`src/rtl/sdd_pkg.sv`:
```
// Constants, types and the lookup function for the packed-SIMD sub-class decoder.
`default_nettype none
package sdd_pkg;
  // Instruction field positions.
  localparam int MAJOR_HI = 31;
  localparam int MAJOR_LO = 26;
  localparam int SRCA_HI = 25;
  localparam int SRCA_LO = 21;
  localparam int SRCB_HI = 20;
  localparam int SRCB_LO = 16;
  localparam int DST_HI = 15;
  localparam int DST_LO = 11;
  localparam int ACC_HI = 12;
  localparam int ACC_LO = 11;
  localparam int ACC_PAD_HI = 15;
  localparam int ACC_PAD_LO = 13;
  localparam int OP_HI = 10;
  localparam int OP_LO = 6;
  localparam int FUNC_HI = 5;
  localparam int FUNC_LO = 0;
  localparam int RDMASK_HI = 21;
  localparam int RDMASK_LO = 16;
  localparam int WRMASK_HI = 16;
  localparam int WRMASK_LO = 11;

  // Major opcode and function codes of the covered sub-classes.
  localparam logic [5:0] EXTENDED_MAJOR_OPCODE = 6'h1F;
  localparam logic [5:0] FUNC_INDEXED_LOAD = 6'h0A;
  localparam logic [5:0] FUNC_SHIFT_32 = 6'h13;
  localparam logic [5:0] FUNC_SHIFT_64 = 6'h17;
  localparam logic [5:0] FUNC_DOT_32 = 6'h30;
  localparam logic [5:0] FUNC_EXTRACT_32 = 6'h38;

  // Assigned op codes of each sub-class, one bit per op value (bit = {row, column}).
  localparam logic [31:0] MAP_INDEXED_LOAD = 32'h0000_0151;
  localparam logic [31:0] MAP_SHIFT_32 = 32'h0AF0_FFFF;
  localparam logic [31:0] MAP_SHIFT_64 = 32'h0AFF_FFFF;
  localparam logic [31:0] MAP_DOT_32 = 32'h0F55_BBFF;
  localparam logic [31:0] MAP_DOT_64 = 32'hFFFF_FFFF;
  localparam logic [31:0] MAP_EXTRACT_32 = 32'h8C0C_CCFF;

  // Individual op codes.
  localparam logic [4:0] OP_INDEXED_WORD_LOAD = 5'h00;
  localparam logic [4:0] OP_INDEXED_HALF_LOAD = 5'h04;
  localparam logic [4:0] OP_INDEXED_UNSIGNED_BYTE_LOAD = 5'h06;
  localparam logic [4:0] OP_INDEXED_DOUBLE_LOAD = 5'h08;
  localparam logic [4:0] OP_DOUBLE_MULTIPLY_ADD = 5'h02;
  localparam logic [4:0] OP_DOUBLE_MULTIPLY_SUBTRACT = 5'h0A;
  localparam logic [4:0] OP_DOUBLE_UNSIGNED_MULTIPLY_ADD = 5'h1D;
  localparam logic [4:0] OP_DOUBLE_UNSIGNED_MULTIPLY_SUBTRACT = 5'h1F;
  localparam logic [4:0] OP_ROUNDING_EXTRACT = 5'h04;
  localparam logic [4:0] OP_ROUNDING_EXTRACT_VARIABLE = 5'h05;
  localparam logic [4:0] OP_CONTROL_REGISTER_READ = 5'h12;
  localparam logic [4:0] OP_CONTROL_REGISTER_WRITE = 5'h13;
  localparam logic [4:0] OP_ACCUMULATOR_PAIR_SHIFT = 5'h1A;
  localparam logic [4:0] OP_ACCUMULATOR_PAIR_SHIFT_VARIABLE = 5'h1B;
  localparam logic [4:0] OP_ACCUMULATOR_SHIFT_IN = 5'h1F;

  // Sub-class selected by the function field.
  typedef enum logic [6:0] {
    SDD_CLS_NONE = 7'b000_0001,
    SDD_CLS_INDEXED_LOAD = 7'b000_0010,
    SDD_CLS_SHIFT_32 = 7'b000_0100,
    SDD_CLS_SHIFT_64 = 7'b000_1000,
    SDD_CLS_DOT_32 = 7'b001_0000,
    SDD_CLS_DOT_64 = 7'b010_0000,
    SDD_CLS_EXTRACT_32 = 7'b100_0000
  } sdd_class_t;

  // Element width of the operation.
  typedef enum logic [1:0] {
    SDD_ELEM_BYTE = 2'h0,
    SDD_ELEM_HALF = 2'h1,
    SDD_ELEM_WORD = 2'h2,
    SDD_ELEM_DOUBLE = 2'h3
  } sdd_elem_t;

  // Shift direction for the packed shift classes.
  typedef enum logic [1:0] {
    SDD_SHIFT_NONE = 2'h0,
    SDD_SHIFT_LEFT = 2'h1,
    SDD_SHIFT_LOGIC_RIGHT = 2'h2,
    SDD_SHIFT_ARITH_RIGHT = 2'h3
  } sdd_shift_t;

  // Maps a function code to its sub-class.
  function automatic sdd_class_t class_of(input logic [5:0] func);
    sdd_class_t c;
    c = SDD_CLS_NONE;
    if (func == FUNC_INDEXED_LOAD) c = SDD_CLS_INDEXED_LOAD;
    else if (func == FUNC_SHIFT_32) c = SDD_CLS_SHIFT_32;
    else if (func == FUNC_SHIFT_64) c = SDD_CLS_SHIFT_64;
    else if (func == FUNC_DOT_32) c = SDD_CLS_DOT_32;
    else if (func == FUNC_EXTRACT_32) c = SDD_CLS_EXTRACT_32;
    return c;
  endfunction
endpackage
`default_nettype wire

```
`src/rtl/sdd_fields_if.sv`:
```
// Interface carrying the split instruction fields between decoder modules.
`timescale 1ns/1ps
`default_nettype none
interface sdd_fields_if;
  logic is_major;
  logic [4:0] src_a;
  logic [4:0] src_b;
  logic [4:0] dst;
  logic [4:0] op;
  logic [5:0] func;
  logic [1:0] acc;
  logic acc_pad_zero;
  logic [5:0] rd_mask;
  logic [5:0] wr_mask;
  modport producer (output is_major, src_a, src_b, dst, op, func, acc, acc_pad_zero,
    rd_mask, wr_mask);
  modport consumer (input is_major, src_a, src_b, dst, op, func, acc, acc_pad_zero,
    rd_mask, wr_mask);
endinterface
`default_nettype wire

```
`src/rtl/sdd_field_split.sv`:
```
// Splits a 32-bit instruction word into its named fields.
`timescale 1ns/1ps
`default_nettype none
module sdd_field_split (
  // Instruction word.
  input wire logic [31:0] instr,
  // Split fields.
  sdd_fields_if.producer fld
);
  assign fld.is_major = instr[sdd_pkg::MAJOR_HI:sdd_pkg::MAJOR_LO] ==
    sdd_pkg::EXTENDED_MAJOR_OPCODE;
  assign fld.src_a = instr[sdd_pkg::SRCA_HI:sdd_pkg::SRCA_LO];
  assign fld.src_b = instr[sdd_pkg::SRCB_HI:sdd_pkg::SRCB_LO];
  assign fld.dst = instr[sdd_pkg::DST_HI:sdd_pkg::DST_LO];
  assign fld.op = instr[sdd_pkg::OP_HI:sdd_pkg::OP_LO];
  assign fld.func = instr[sdd_pkg::FUNC_HI:sdd_pkg::FUNC_LO];
  assign fld.acc = instr[sdd_pkg::ACC_HI:sdd_pkg::ACC_LO];
  assign fld.acc_pad_zero = instr[sdd_pkg::ACC_PAD_HI:sdd_pkg::ACC_PAD_LO] == 3'h0;
  assign fld.rd_mask = instr[sdd_pkg::RDMASK_HI:sdd_pkg::RDMASK_LO];
  assign fld.wr_mask = instr[sdd_pkg::WRMASK_HI:sdd_pkg::WRMASK_LO];
endmodule // sdd_field_split
`default_nettype wire

```
`src/rtl/sdd_op_table.sv`:
```
// Looks up whether an op code is assigned within a sub-class.
`timescale 1ns/1ps
`default_nettype none
module sdd_op_table (
  // Lookup request.
  input wire sdd_pkg::sdd_class_t cls,
  input wire logic [4:0] op,
  // Lookup answer.
  output logic assigned
);
  logic [31:0] map;

  always_comb begin
    case (cls)
      sdd_pkg::SDD_CLS_INDEXED_LOAD: map = sdd_pkg::MAP_INDEXED_LOAD;
      sdd_pkg::SDD_CLS_SHIFT_32: map = sdd_pkg::MAP_SHIFT_32;
      sdd_pkg::SDD_CLS_SHIFT_64: map = sdd_pkg::MAP_SHIFT_64;
      sdd_pkg::SDD_CLS_DOT_32: map = sdd_pkg::MAP_DOT_32;
      sdd_pkg::SDD_CLS_DOT_64: map = sdd_pkg::MAP_DOT_64;
      sdd_pkg::SDD_CLS_EXTRACT_32: map = sdd_pkg::MAP_EXTRACT_32;
      default: map = 32'h0000_0000;
    endcase
    assigned = map[op];
  end
endmodule // sdd_op_table
`default_nettype wire

```
`src/rtl/sdd_decoder.sv`:
```
// Decoder for the packed shift, indexed load, dot-product and extract sub-classes.
`timescale 1ns/1ps
`default_nettype none
module sdd_decoder #(
  parameter bit DOT_64_ENABLE = 1'b1
) (
  // Clock and reset.
  input wire logic clk,
  input wire logic rst,
  // Instruction from fetch.
  input wire logic instr_valid,
  input wire logic [31:0] instr,
  input wire logic hold,
  // Same-cycle decode result.
  output logic dec_hit,
  output logic dec_reserved,
  output sdd_pkg::sdd_class_t dec_class,
  output logic [4:0] dec_op,
  output sdd_pkg::sdd_elem_t dec_elem,
  output sdd_pkg::sdd_shift_t dec_shift,
  output logic dec_variable,
  output logic dec_round,
  output logic dec_saturate,
  output logic dec_double_mul,
  output logic dec_load,
  output logic dec_load_unsigned,
  output logic dec_ctrl_read,
  output logic dec_ctrl_write,
  output logic dec_acc_shift_in,
  output logic dec_acc_pair_shift,
  // Register and accumulator specifiers.
  output logic [4:0] dec_src_a,
  output logic dec_src_a_used,
  output logic [4:0] dec_src_b,
  output logic dec_src_b_used,
  output logic [4:0] dec_dst,
  output logic dec_dst_used,
  output logic [1:0] dec_acc,
  output logic dec_acc_read,
  output logic dec_acc_write,
  // Immediates.
  output logic [4:0] dec_imm5,
  output logic [5:0] dec_mask,
  // Execute-stage copy.
  output logic ex_valid_ff,
  output logic ex_reserved_ff,
  output sdd_pkg::sdd_class_t ex_class_ff,
  output logic [4:0] ex_op_ff,
  output logic [1:0] ex_acc_ff,
  output logic [4:0] ex_dst_ff
);
  sdd_fields_if fld ();
  sdd_pkg::sdd_class_t cls;
  logic op_assigned;
  logic [1:0] row;
  logic [2:0] col;

  sdd_field_split u_split (
    .instr(instr),
    .fld(fld)
  );

  // The 64-bit dot class shares the 32-bit function code on this map.
  always_comb begin
    cls = sdd_pkg::class_of(fld.func);
    if (!fld.is_major || !instr_valid) begin
      cls = sdd_pkg::SDD_CLS_NONE;
    end else if (cls == sdd_pkg::SDD_CLS_DOT_32 && DOT_64_ENABLE &&
                 fld.op == sdd_pkg::OP_DOUBLE_MULTIPLY_ADD) begin
      cls = sdd_pkg::SDD_CLS_DOT_64;
    end
  end

  sdd_op_table u_table (
    .cls(cls),
    .op(fld.op),
    .assigned(op_assigned)
  );

  assign row = fld.op[4:3];
  assign col = fld.op[2:0];

  // Class, hit and reserved flags.
  always_comb begin
    dec_class = cls;
    dec_op = fld.op;
    dec_hit = cls != sdd_pkg::SDD_CLS_NONE;
    dec_reserved = dec_hit && !op_assigned;
    if ((cls == sdd_pkg::SDD_CLS_DOT_32 || cls == sdd_pkg::SDD_CLS_DOT_64) &&
        !fld.acc_pad_zero) begin
      dec_reserved = 1'b1;
    end
    if (cls == sdd_pkg::SDD_CLS_EXTRACT_32 && fld.op != sdd_pkg::OP_CONTROL_REGISTER_READ &&
        fld.op != sdd_pkg::OP_CONTROL_REGISTER_WRITE && !fld.acc_pad_zero) begin
      dec_reserved = 1'b1;
    end
  end

  // Element, shift, variable, round and saturate attributes of each sub-class.
  always_comb begin
    dec_shift = sdd_pkg::SDD_SHIFT_NONE;
    dec_variable = 1'b0;
    dec_round = 1'b0;
    dec_saturate = 1'b0;
    dec_elem = sdd_pkg::SDD_ELEM_WORD;
    if (cls == sdd_pkg::SDD_CLS_SHIFT_32 || cls == sdd_pkg::SDD_CLS_SHIFT_64) begin
      dec_variable = col[1];
      case (row)
        2'h0: begin
          dec_elem = sdd_pkg::SDD_ELEM_BYTE;
          if (col[2]) begin
            dec_shift = sdd_pkg::SDD_SHIFT_ARITH_RIGHT;
            dec_round = col[0];
          end else if (col[0]) begin
            dec_shift = sdd_pkg::SDD_SHIFT_LOGIC_RIGHT;
          end else begin
            dec_shift = sdd_pkg::SDD_SHIFT_LEFT;
          end
        end
        2'h1, 2'h2: begin
          dec_elem = row == 2'h1 ? sdd_pkg::SDD_ELEM_HALF : sdd_pkg::SDD_ELEM_WORD;
          if (col[0]) begin
            dec_shift = sdd_pkg::SDD_SHIFT_ARITH_RIGHT;
            dec_round = col[2];
          end else begin
            dec_shift = sdd_pkg::SDD_SHIFT_LEFT;
            dec_saturate = col[2];
          end
        end
        default: begin
          dec_elem = sdd_pkg::SDD_ELEM_HALF;
          dec_shift = sdd_pkg::SDD_SHIFT_LOGIC_RIGHT;
        end
      endcase
    end else if (cls == sdd_pkg::SDD_CLS_INDEXED_LOAD) begin
      case (fld.op)
        sdd_pkg::OP_INDEXED_HALF_LOAD: dec_elem = sdd_pkg::SDD_ELEM_HALF;
        sdd_pkg::OP_INDEXED_UNSIGNED_BYTE_LOAD: dec_elem = sdd_pkg::SDD_ELEM_BYTE;
        sdd_pkg::OP_INDEXED_DOUBLE_LOAD: dec_elem = sdd_pkg::SDD_ELEM_DOUBLE;
        default: dec_elem = sdd_pkg::SDD_ELEM_WORD;
      endcase
    end else if (cls == sdd_pkg::SDD_CLS_DOT_32) begin
      // Row 00 cols 4..6, row 01 cols 4..5, row 10 even cols and row 11 are the saturating forms.
      dec_elem = sdd_pkg::SDD_ELEM_HALF;
      dec_saturate = (row == 2'h0 && col[2] && col != 3'h7) ||
                     (row == 2'h1 && col[2] && !col[1]) || row == 2'h3 ||
                     (row == 2'h2 && !col[0]);
      if ((row == 2'h0 || row == 2'h1) && col[1:0] == 2'h3) begin
        dec_elem = sdd_pkg::SDD_ELEM_BYTE;
      end
    end else if (cls == sdd_pkg::SDD_CLS_DOT_64) begin
      dec_elem = sdd_pkg::SDD_ELEM_DOUBLE;
    end else if (cls == sdd_pkg::SDD_CLS_EXTRACT_32) begin
      if (row == 2'h0 || row == 2'h1) begin
        dec_variable = col[0];
        dec_round = fld.op == sdd_pkg::OP_ROUNDING_EXTRACT ||
                    fld.op == sdd_pkg::OP_ROUNDING_EXTRACT_VARIABLE;
        dec_saturate = row == 2'h1 || col == 3'h6 || col == 3'h7;
      end else if (fld.op == sdd_pkg::OP_ACCUMULATOR_PAIR_SHIFT_VARIABLE) begin
        dec_variable = 1'b1;
      end
    end
  end

  // Operation kind flags.
  always_comb begin
    dec_load = cls == sdd_pkg::SDD_CLS_INDEXED_LOAD && op_assigned;
    dec_load_unsigned = dec_load && fld.op == sdd_pkg::OP_INDEXED_UNSIGNED_BYTE_LOAD;
    dec_double_mul = 1'b0;
    if (cls == sdd_pkg::SDD_CLS_DOT_64 || cls == sdd_pkg::SDD_CLS_DOT_32) begin
      dec_double_mul = DOT_64_ENABLE && (fld.op == sdd_pkg::OP_DOUBLE_MULTIPLY_ADD ||
        fld.op == sdd_pkg::OP_DOUBLE_MULTIPLY_SUBTRACT ||
        fld.op == sdd_pkg::OP_DOUBLE_UNSIGNED_MULTIPLY_ADD ||
        fld.op == sdd_pkg::OP_DOUBLE_UNSIGNED_MULTIPLY_SUBTRACT);
    end
    dec_ctrl_read = cls == sdd_pkg::SDD_CLS_EXTRACT_32 &&
                    fld.op == sdd_pkg::OP_CONTROL_REGISTER_READ;
    dec_ctrl_write = cls == sdd_pkg::SDD_CLS_EXTRACT_32 &&
                     fld.op == sdd_pkg::OP_CONTROL_REGISTER_WRITE;
    dec_acc_shift_in = cls == sdd_pkg::SDD_CLS_EXTRACT_32 &&
                       fld.op == sdd_pkg::OP_ACCUMULATOR_SHIFT_IN;
    dec_acc_pair_shift = cls == sdd_pkg::SDD_CLS_EXTRACT_32 &&
                         (fld.op == sdd_pkg::OP_ACCUMULATOR_PAIR_SHIFT ||
                          fld.op == sdd_pkg::OP_ACCUMULATOR_PAIR_SHIFT_VARIABLE);
  end

  // Register, accumulator and immediate routing.
  always_comb begin
    dec_src_a = fld.src_a;
    dec_src_b = fld.src_b;
    dec_dst = fld.dst;
    dec_acc = fld.acc;
    dec_imm5 = fld.src_a;
    dec_mask = 6'h00;
    dec_src_a_used = 1'b0;
    dec_src_b_used = 1'b0;
    dec_dst_used = 1'b0;
    dec_acc_read = 1'b0;
    dec_acc_write = 1'b0;
    if (dec_hit && !dec_reserved) begin
      case (cls)
        sdd_pkg::SDD_CLS_INDEXED_LOAD: begin
          dec_src_a_used = 1'b1;
          dec_src_b_used = 1'b1;
          dec_dst_used = 1'b1;
        end
        sdd_pkg::SDD_CLS_SHIFT_32, sdd_pkg::SDD_CLS_SHIFT_64: begin
          dec_src_a_used = col[1];
          dec_src_b_used = 1'b1;
          dec_dst_used = 1'b1;
        end
        sdd_pkg::SDD_CLS_DOT_32, sdd_pkg::SDD_CLS_DOT_64: begin
          dec_src_a_used = 1'b1;
          dec_src_b_used = 1'b1;
          dec_acc_read = 1'b1;
          dec_acc_write = 1'b1;
        end
        sdd_pkg::SDD_CLS_EXTRACT_32: begin
          if (dec_ctrl_read) begin
            dec_dst_used = 1'b1;
            dec_mask = fld.rd_mask;
          end else if (dec_ctrl_write) begin
            dec_src_a_used = 1'b1;
            dec_mask = fld.wr_mask;
          end else if (dec_acc_shift_in) begin
            dec_src_a_used = 1'b1;
            dec_acc_read = 1'b1;
            dec_acc_write = 1'b1;
          end else if (dec_acc_pair_shift) begin
            dec_src_a_used = dec_variable;
            dec_acc_read = 1'b1;
            dec_acc_write = 1'b1;
          end else begin
            dec_dst = fld.src_b;
            dec_dst_used = 1'b1;
            dec_src_a_used = dec_variable;
            dec_acc_read = 1'b1;
          end
        end
        default: begin
          dec_dst_used = 1'b0;
        end
      endcase
    end
  end

  // Execute-stage copy, held while the pipeline stalls.
  always_ff @(posedge clk or posedge rst) begin
    if (rst) begin
      ex_valid_ff <= 1'b0;
      ex_reserved_ff <= 1'b0;
      ex_class_ff <= sdd_pkg::SDD_CLS_NONE;
      ex_op_ff <= 5'h00;
      ex_acc_ff <= 2'h0;
      ex_dst_ff <= 5'h00;
    end else if (!hold) begin
      ex_valid_ff <= dec_hit;
      ex_reserved_ff <= dec_reserved;
      ex_class_ff <= dec_class;
      ex_op_ff <= dec_op;
      ex_acc_ff <= dec_acc;
      ex_dst_ff <= dec_dst;
    end
  end
endmodule // sdd_decoder
`default_nettype wire

```
`config.mk`:
```
export PLATFORM = sky130hd
export DESIGN_NAME = sdd_decoder
export DESIGN_NICKNAME = d
export VERILOG_FILES = /design/src/rtl/sdd_pkg.sv /design/src/rtl/sdd_fields_if.sv /design/src/rtl/sdd_field_split.sv /design/src/rtl/sdd_op_table.sv /design/src/rtl/sdd_decoder.sv
export SDC_FILE = /design/constraint.sdc
export NUM_CORES = 1
export LEC_CHECK = 0
export ABC_CLOCK_PERIOD_IN_PS = 2150
export BUFFER_PORTS_ARGS = -buffer_cell sky130_fd_sc_hd__buf_2
export CORE_ASPECT_RATIO = 1.75
export CORE_UTILIZATION = 45
export DETAILED_ROUTE_END_ITERATION = 16
export GPL_TIMING_DRIVEN = 0
export PLACE_DENSITY_LB_ADDON = 0.08
export SYNTH_ARGS = -nofsm -noshare
export SYNTH_HDL_FRONTEND = slang
export SYNTH_SLANG_ARGS = --single-unit
```
`constraint.sdc`:
```
create_clock -name clk -period 2.15 [get_ports clk]
set_clock_uncertainty 0.05 [all_clocks]
set_input_delay 0.1075 -clock clk [delete_from_list [all_inputs] [get_ports clk]]
set_output_delay 0.1075 -clock clk [all_outputs]
set_load 0.1 [all_outputs]
```
Word level (Yosys, flattened, before mapping):

Index checks and enable logic that the tools add are counted.

* register bits: 21
* input port bits: 36
* output and inout bits: 82

* $lt $le $gt $ge: 1
* equality and inequality tests: 35
* mux-type cells: 83
* reductions and logical operators: 48

Operators by type and width (number)
* $pmux 32 s6: 1
* $mux 7: 7
* $mux 1: 48
* $eq 5x5->1 const B: 6
* $mux 5: 6
* $mux 6: 4
* $logic_and 1x1->1: 19
* $eq 6x5->1 const B: 3
* $mux 2: 8
* $eq 5x3->1 const B: 3
* $eq 7x5->1 const B: 2
* $logic_or 1x1->1: 14
* $eq 6x6->1 const B: 2
* $eq 5x4->1 const B: 2
* $ne 5x5->1 const B: 2
* $pmux 1 s2: 4
* $pmux 2 s2: 2
* $eq 7x2->1 const B: 1
* $eq 7x3->1 const B: 1
* $eq 7x4->1 const B: 1
* $eq 7x6->1 const B: 1
* $eq 7x7->1 const B: 1
* $logic_not 1->1: 7
* $ne 7x1->1 const B: 1
* other kinds (15): 21

Logic depth before layout (Yosys ltp):

* depth in word-level cells: 21
* mapped depth: 10
* gate-level depth less buffers: 8

By module:

From an unflattened synthesis, not the netlist that was laid out.

* cell total of the unflattened synthesis: 272
* area, all modules: 2210.9 µm²

By module, submodules not included
* sdd_decoder: instances 1, cells an instance 185, area an instance 1599.0 µm²
* sdd_field_split: instances 1, cells an instance 44, area an instance 321.6 µm²
* sdd_op_table: instances 1, cells an instance 43, area an instance 290.3 µm²

Worst setup path before layout:

OpenSTA, ideal clock, no wires.

* path kind: input to output
* start point: input port instr_valid
* end point: output port dec_src_a_used
* data arrival time: 5.230 ns
* required time: 1.992 ns
* setup slack: -3.237 ns
* stages on the path: 8
* buffers on the path: 2
* path through: and4_1 > clkbuf_1 > and4_1 > buf_6 > nand2_1 > o21ai_0 > o21ai_0 > a31oi_1

* longest elaborated chain between the ends: 14
* elaborated cells between the ends (all ways): 40
* those cells by class: eq/ne: 7; mux: 16; reduce/logical: 17

Ends and longest elaborated chain
* start, declared: line sdd_decoder.sv:11 `input wire logic instr_valid,`
* $logic_not 1->1 (*): line sdd_decoder.sv:66 `if (!fld.is_major || !instr_valid) begin`
* $logic_or 1x1->1 (*): line sdd_decoder.sv:66
* $mux 7 (*): line sdd_decoder.sv:66
* $eq 7x7->1: line sdd_decoder.sv:153 `end else if (cls == sdd_pkg::SDD_CLS_EXTRACT_32) begin`
* $mux 1: line sdd_decoder.sv:153
* $mux 1: line sdd_decoder.sv:151 `end else if (cls == sdd_pkg::SDD_CLS_DOT_64) begin`
* $mux 1: line sdd_decoder.sv:142 `end else if (cls == sdd_pkg::SDD_CLS_DOT_32) begin`
* $mux 1: line sdd_decoder.sv:135 `end else if (cls == sdd_pkg::SDD_CLS_INDEXED_LOAD) begin`
* $mux 1 (*): line sdd_decoder.sv:106 `if (cls == sdd_pkg::SDD_CLS_SHIFT_32 || cls == sdd_pkg::SDD_CLS_SHIFT_64) begin`
* named net dec_variable: line sdd_decoder.sv:21 `output logic dec_variable,`
* $mux 1 (*): line sdd_decoder.sv:225 `end else if (dec_acc_shift_in) begin`
* $mux 1 (*): line sdd_decoder.sv:222 `end else if (dec_ctrl_write) begin`
* $mux 1 (*): line sdd_decoder.sv:219 `if (dec_ctrl_read) begin`
* $pmux 1 s3 (*): line sdd_decoder.sv:201 `case (cls)`
* $mux 1 (*): line sdd_decoder.sv:200 `if (dec_hit && !dec_reserved) begin`
* end, declared: line sdd_decoder.sv:33 `output logic dec_src_a_used,`

The timed path passes the listed nets; every way through them passes the cells marked *. The select of a mux whose other input is x is not followed.

Worst setup path after layout:

* start point: input port instr[2]
* end point: output port dec_dst[2]

* longest elaborated chain between the ends: 21
* elaborated cells between the ends (all ways): 45
* those cells by class: eq/ne: 13; mux: 18; reduce/logical: 14

Ends and longest elaborated chain
* start, declared: line sdd_decoder.sv:12 `input wire logic [31:0] instr,`
* $eq 6x6->1: line sdd_pkg.sv:94 `else if (func == FUNC_EXTRACT_32) c = SDD_CLS_EXTRACT_32;`
* $mux 7: line sdd_pkg.sv:94
* $mux 7: line sdd_pkg.sv:93 `else if (func == FUNC_DOT_32) c = SDD_CLS_DOT_32;`
* $mux 7: line sdd_pkg.sv:92 `else if (func == FUNC_SHIFT_64) c = SDD_CLS_SHIFT_64;`
* $mux 7: line sdd_pkg.sv:91 `else if (func == FUNC_SHIFT_32) c = SDD_CLS_SHIFT_32;`
* $mux 7 (*): line sdd_pkg.sv:90 `if (func == FUNC_INDEXED_LOAD) c = SDD_CLS_INDEXED_LOAD;`
* $eq 7x5->1: line sdd_decoder.sv:68 `end else if (cls == sdd_pkg::SDD_CLS_DOT_32 && DOT_64_ENABLE &&`
* $logic_and 1x1->1: line sdd_decoder.sv:68
* [5 not listed]
* $mux 1 (not written as such): line sdd_op_table.sv:23 `assigned = map[op];`
* $logic_not 1->1: line sdd_decoder.sv:88 `dec_reserved = dec_hit && !op_assigned;`
* $logic_and 1x1->1: line sdd_decoder.sv:88
* $mux 1: line sdd_decoder.sv:89 `if ((cls == sdd_pkg::SDD_CLS_DOT_32 || cls == sdd_pkg::SDD_CLS_DOT_64) &&`
* $mux 1: line sdd_decoder.sv:93 `if (cls == sdd_pkg::SDD_CLS_EXTRACT_32 && fld.op != sdd_pkg::OP_CONTROL_REGISTER_READ &&`
* $logic_not 1->1: line sdd_decoder.sv:200
* $logic_and 1x1->1: line sdd_decoder.sv:200
* $mux 5 (*): line sdd_decoder.sv:200
* end, declared: line sdd_decoder.sv:36 `output logic [4:0] dec_dst,`

Every way passes the cells marked *; elsewhere a longest branch is shown, timed or not. The select of a mux whose other input is x is not followed.

==> impl_metrics.toml <==
[logic_synthesis]
synth_edf_count = 0
synth-main-ff-cell = "dfrtp_1"
synth_cell_types = 58
postSynthAreaPerCell_sq_um = 8.385
syn_inst = 248
synthesis.area_sq_um = 2079
ys_async_sr_fraction_pct = 100.0
yosys_register_bits = 21
ys_warn_count = 0
synth_fp_nets = 290
ys_seq_area_share_pct = 25.33

[cts]
htree_levels = 1
cts_buffer_depth = 2
clock_sinks = 21
cts_tree = "yes"
clock_latency_ns = 0.26
clk_pin_slew_worst_paths_ns = 0.08
root_buffer = "clkbuf_8"
cts_buffers = 3

[route]
vias_per_cell = 5.816
routed-via-count = 2623
firstDrtPassIters = 4
wire_per_inst_um = 19.88
drtAntennaViolNets = 0
first_iter_violations = 90
drc = 0
wl_um = 8966

[sta]
fin_ws_ns = -0.3326
slew_headroom_pct = 38.75
finalMaxSlewViolations = 0
tightest_slew_ns = 0.9188
report.final.setup_viol = 15
rsz0062_at_grt = "yes"
finalHoldViolations = 0
max_freq_mhz = 402.8
fin_crit_ns = 2.483
finalCritPeriodShare_pct = 115.5

[placement]
dpl.hpwl_um = 5306
dpl_cell_area_sq_um = 2983
portBuffers = 109
dp_cells = 408
gp_congestion = 0.9390

[grt]
antenna_found_initial = 0
grt_pass1_wl_um = 12250
overflow = 0
grt_max_degree = 22
first_global_vias = 2572
grt_usage_pct = 34.00

[run]
maxCapViolCount = 0

[final_layout]
final_cell_mix = "buf_2, buf_4, nand2_1"
drive_above_1_share_pct = 65.25
fin_area_sq_um = 3766
fin_cells = 451
nNetsFinal = 443
syn_to_final_growth_pct = 81.11
final_common_cell = "buf_2"
diodes = 0

[die]
start_util_pct = 47.22
num_rows = 32
die_h_um = 91.93
die-area_sq_um = 4907
die_w_um = 53.39
core_area_sq_um = 4404
pin_count = 118

[setup_path]
cp_max_fo = 7
required_ns = 1.99
endpoint_kind = "output pin"
crit_arrival_ns = 2.33
cp-start-kind = "primary input"
path_class = "in2out"

[outcome]
outcome = "complete, but fails checks"
violations = "negative setup slack"

[hold_path]
hp-class = "in2reg"

[power_and_ir_drop]
powerDensity_nw_per_um2 = 389.9
vdd.ir_drop.worst_v = 0.0005498
power.leakage_nw = 1.727
[per-layer routing]
layer	wire length (um)	vias to the layer above	GRT usage, %
li1	-	1172	-
met1	3031	1249	33.57
met2	4820	148	63.02
met3	501	54	3.483
met4	613	0	19.96
met5	0	-	0
[Yosys cell counts (2+ instances only)]
cell	n	share of area, %
and4_1	2	0.84
o22a_1	2	0.84
mux2i_1	7	3.4
nor3_1	3	0.72
buf_4	24	8.7
nor2b_1	7	2.1
nor4_4	2	2.0
nor4_1	2	0.60
dfrtp_1	20	24
o221ai_1	2	0.84
a31oi_1	4	1.2
a211oi_2	2	1.2
clkbuf_1	5	0.90
o31ai_1	4	1.4
inv_1	11	2.0
o41ai_1	2	0.84
mux2_2	7	3.8
and4b_1	2	0.96
nand2_1	24	4.3
o21ai_0	16	3.9
nand3_1	7	1.7
ha_1	6	3.6
a21boi_0	2	0.72
buf_2	3	0.72
nor2_1	24	4.3
nand4_1	6	1.8
and2_1	5	1.5
a21oi_1	11	2.6
a21o_1	5	1.8
nand2b_1	3	0.90
[timing repair]
| action | CTS | global route |
|---|---|---|
| endpoints found under the hold margin | 20 | 0 |
| hold buffers | 1 | 0 |
| resized for setup | 86 | 29 |
| pin swaps | 19 | 11 |
| cloned | 0 | 0 |
| buffers inserted | 26 | 16 |
| endpoints found under the setup margin | 37 | 28 |
[cell type report]
cell class                 instances  area [sq um]
sequential                        21         526.8
multi-input combinational        181          1698
fill                             259         638.1
clock inverter                     1         7.507
inverter                          12         56.30
timing repair buffer             149          1132
buffer                            33         240.2
tap                               51         63.81
clock buffer                       3         41.29
[kinds of logic (layout without fill, tap and decap cells)]
| logic type | Yosys count | after routing | share of synthesized area [%] |
|---|---|---|---|
| adders and majority gates | 6 | 6 | 3.610 |
| muxes | 15 | 15 | 7.882 |
| and+or+nand+nor | 99 | 99 | 28.76 |
| xor gates and xnor gates | 1 | 1 | 0.4213 |
| buffers and inverters | 46 | 198 | 13.18 |
| AOI/OAI and AO/OA | 60 | 60 | 20.82 |
| DFF | 21 | 21 | 25.33 |
[sequential cells by signal, summed over array words and instances, names as in the netlist]
| name | count |
|---|---|
| ex_op_ff | 5 |
| ex_dst_ff | 5 |
| ex_class_ff | 7 |
| ex_valid_ff | 1 |
| ex_acc_ff | 2 |
| ex_reserved_ff | 1 |
[worst paths after layout]
path	startpoint	to	slack, ns	cells after the start
setup / recovery	instr[2]	dec_dst[2]	-0.33	10
hold / removal	instr[12]	ex_acc_ff[1]	0.12	2
setup reg to reg	ex_reserved_ff	ex_reserved_ff	1.30	1
hold reg to reg	ex_class_ff[0]	ex_class_ff[0]	0.43	2
max in group asynchronous	rst	ex_dst_ff[3]	1.05	3
min in group asynchronous	rst	ex_acc_ff[1]	0.50	3
[power breakdown]
| part | switching (mW) | internal [mW] |
|---|---|---|
| registers | 0.0127 | 0.416 |
| clock network | 0.136 | 0.131 |
| logic | 0.567 | 0.206 |
| total | 0.715 | 0.753 |
[through the flow]
stage | setup TNS [ns] | hold slack, ns | power (mW) | utilization [%] | setup slack, ns
3_5_place_dp | -21.89 | 0.2459 | 1.108 | 67.73 | -1.302
5_1_grt | -4.243 | 0.1117 | 1.516 | 85.51 | -0.3897
6_report | -3.203 | 0.1172 | 1.468 | 85.51 | -0.3326
3_3_place_gp | -21.62 | 0.2370 | 1.102 | 67.73 | -1.284
2_1_floorplan | -11.99 | 0.03329 | 0.9823 | - | -1.027
4_1_cts | -2.090 | 0.007959 | 1.428 | 81.08 | -0.2633
[worst max-delay path: stages]
cell     delay, ns
buf_12        0.11
nor4b_4       0.35
and4_1        0.25
buf_6         0.14
nor3b_4       0.25
o41ai_4       0.14
nor4_4        0.45
buf_4         0.21
a21o_4        0.14
buf_12        0.17
Note: power is estimated with default switching activity, not from simulation.
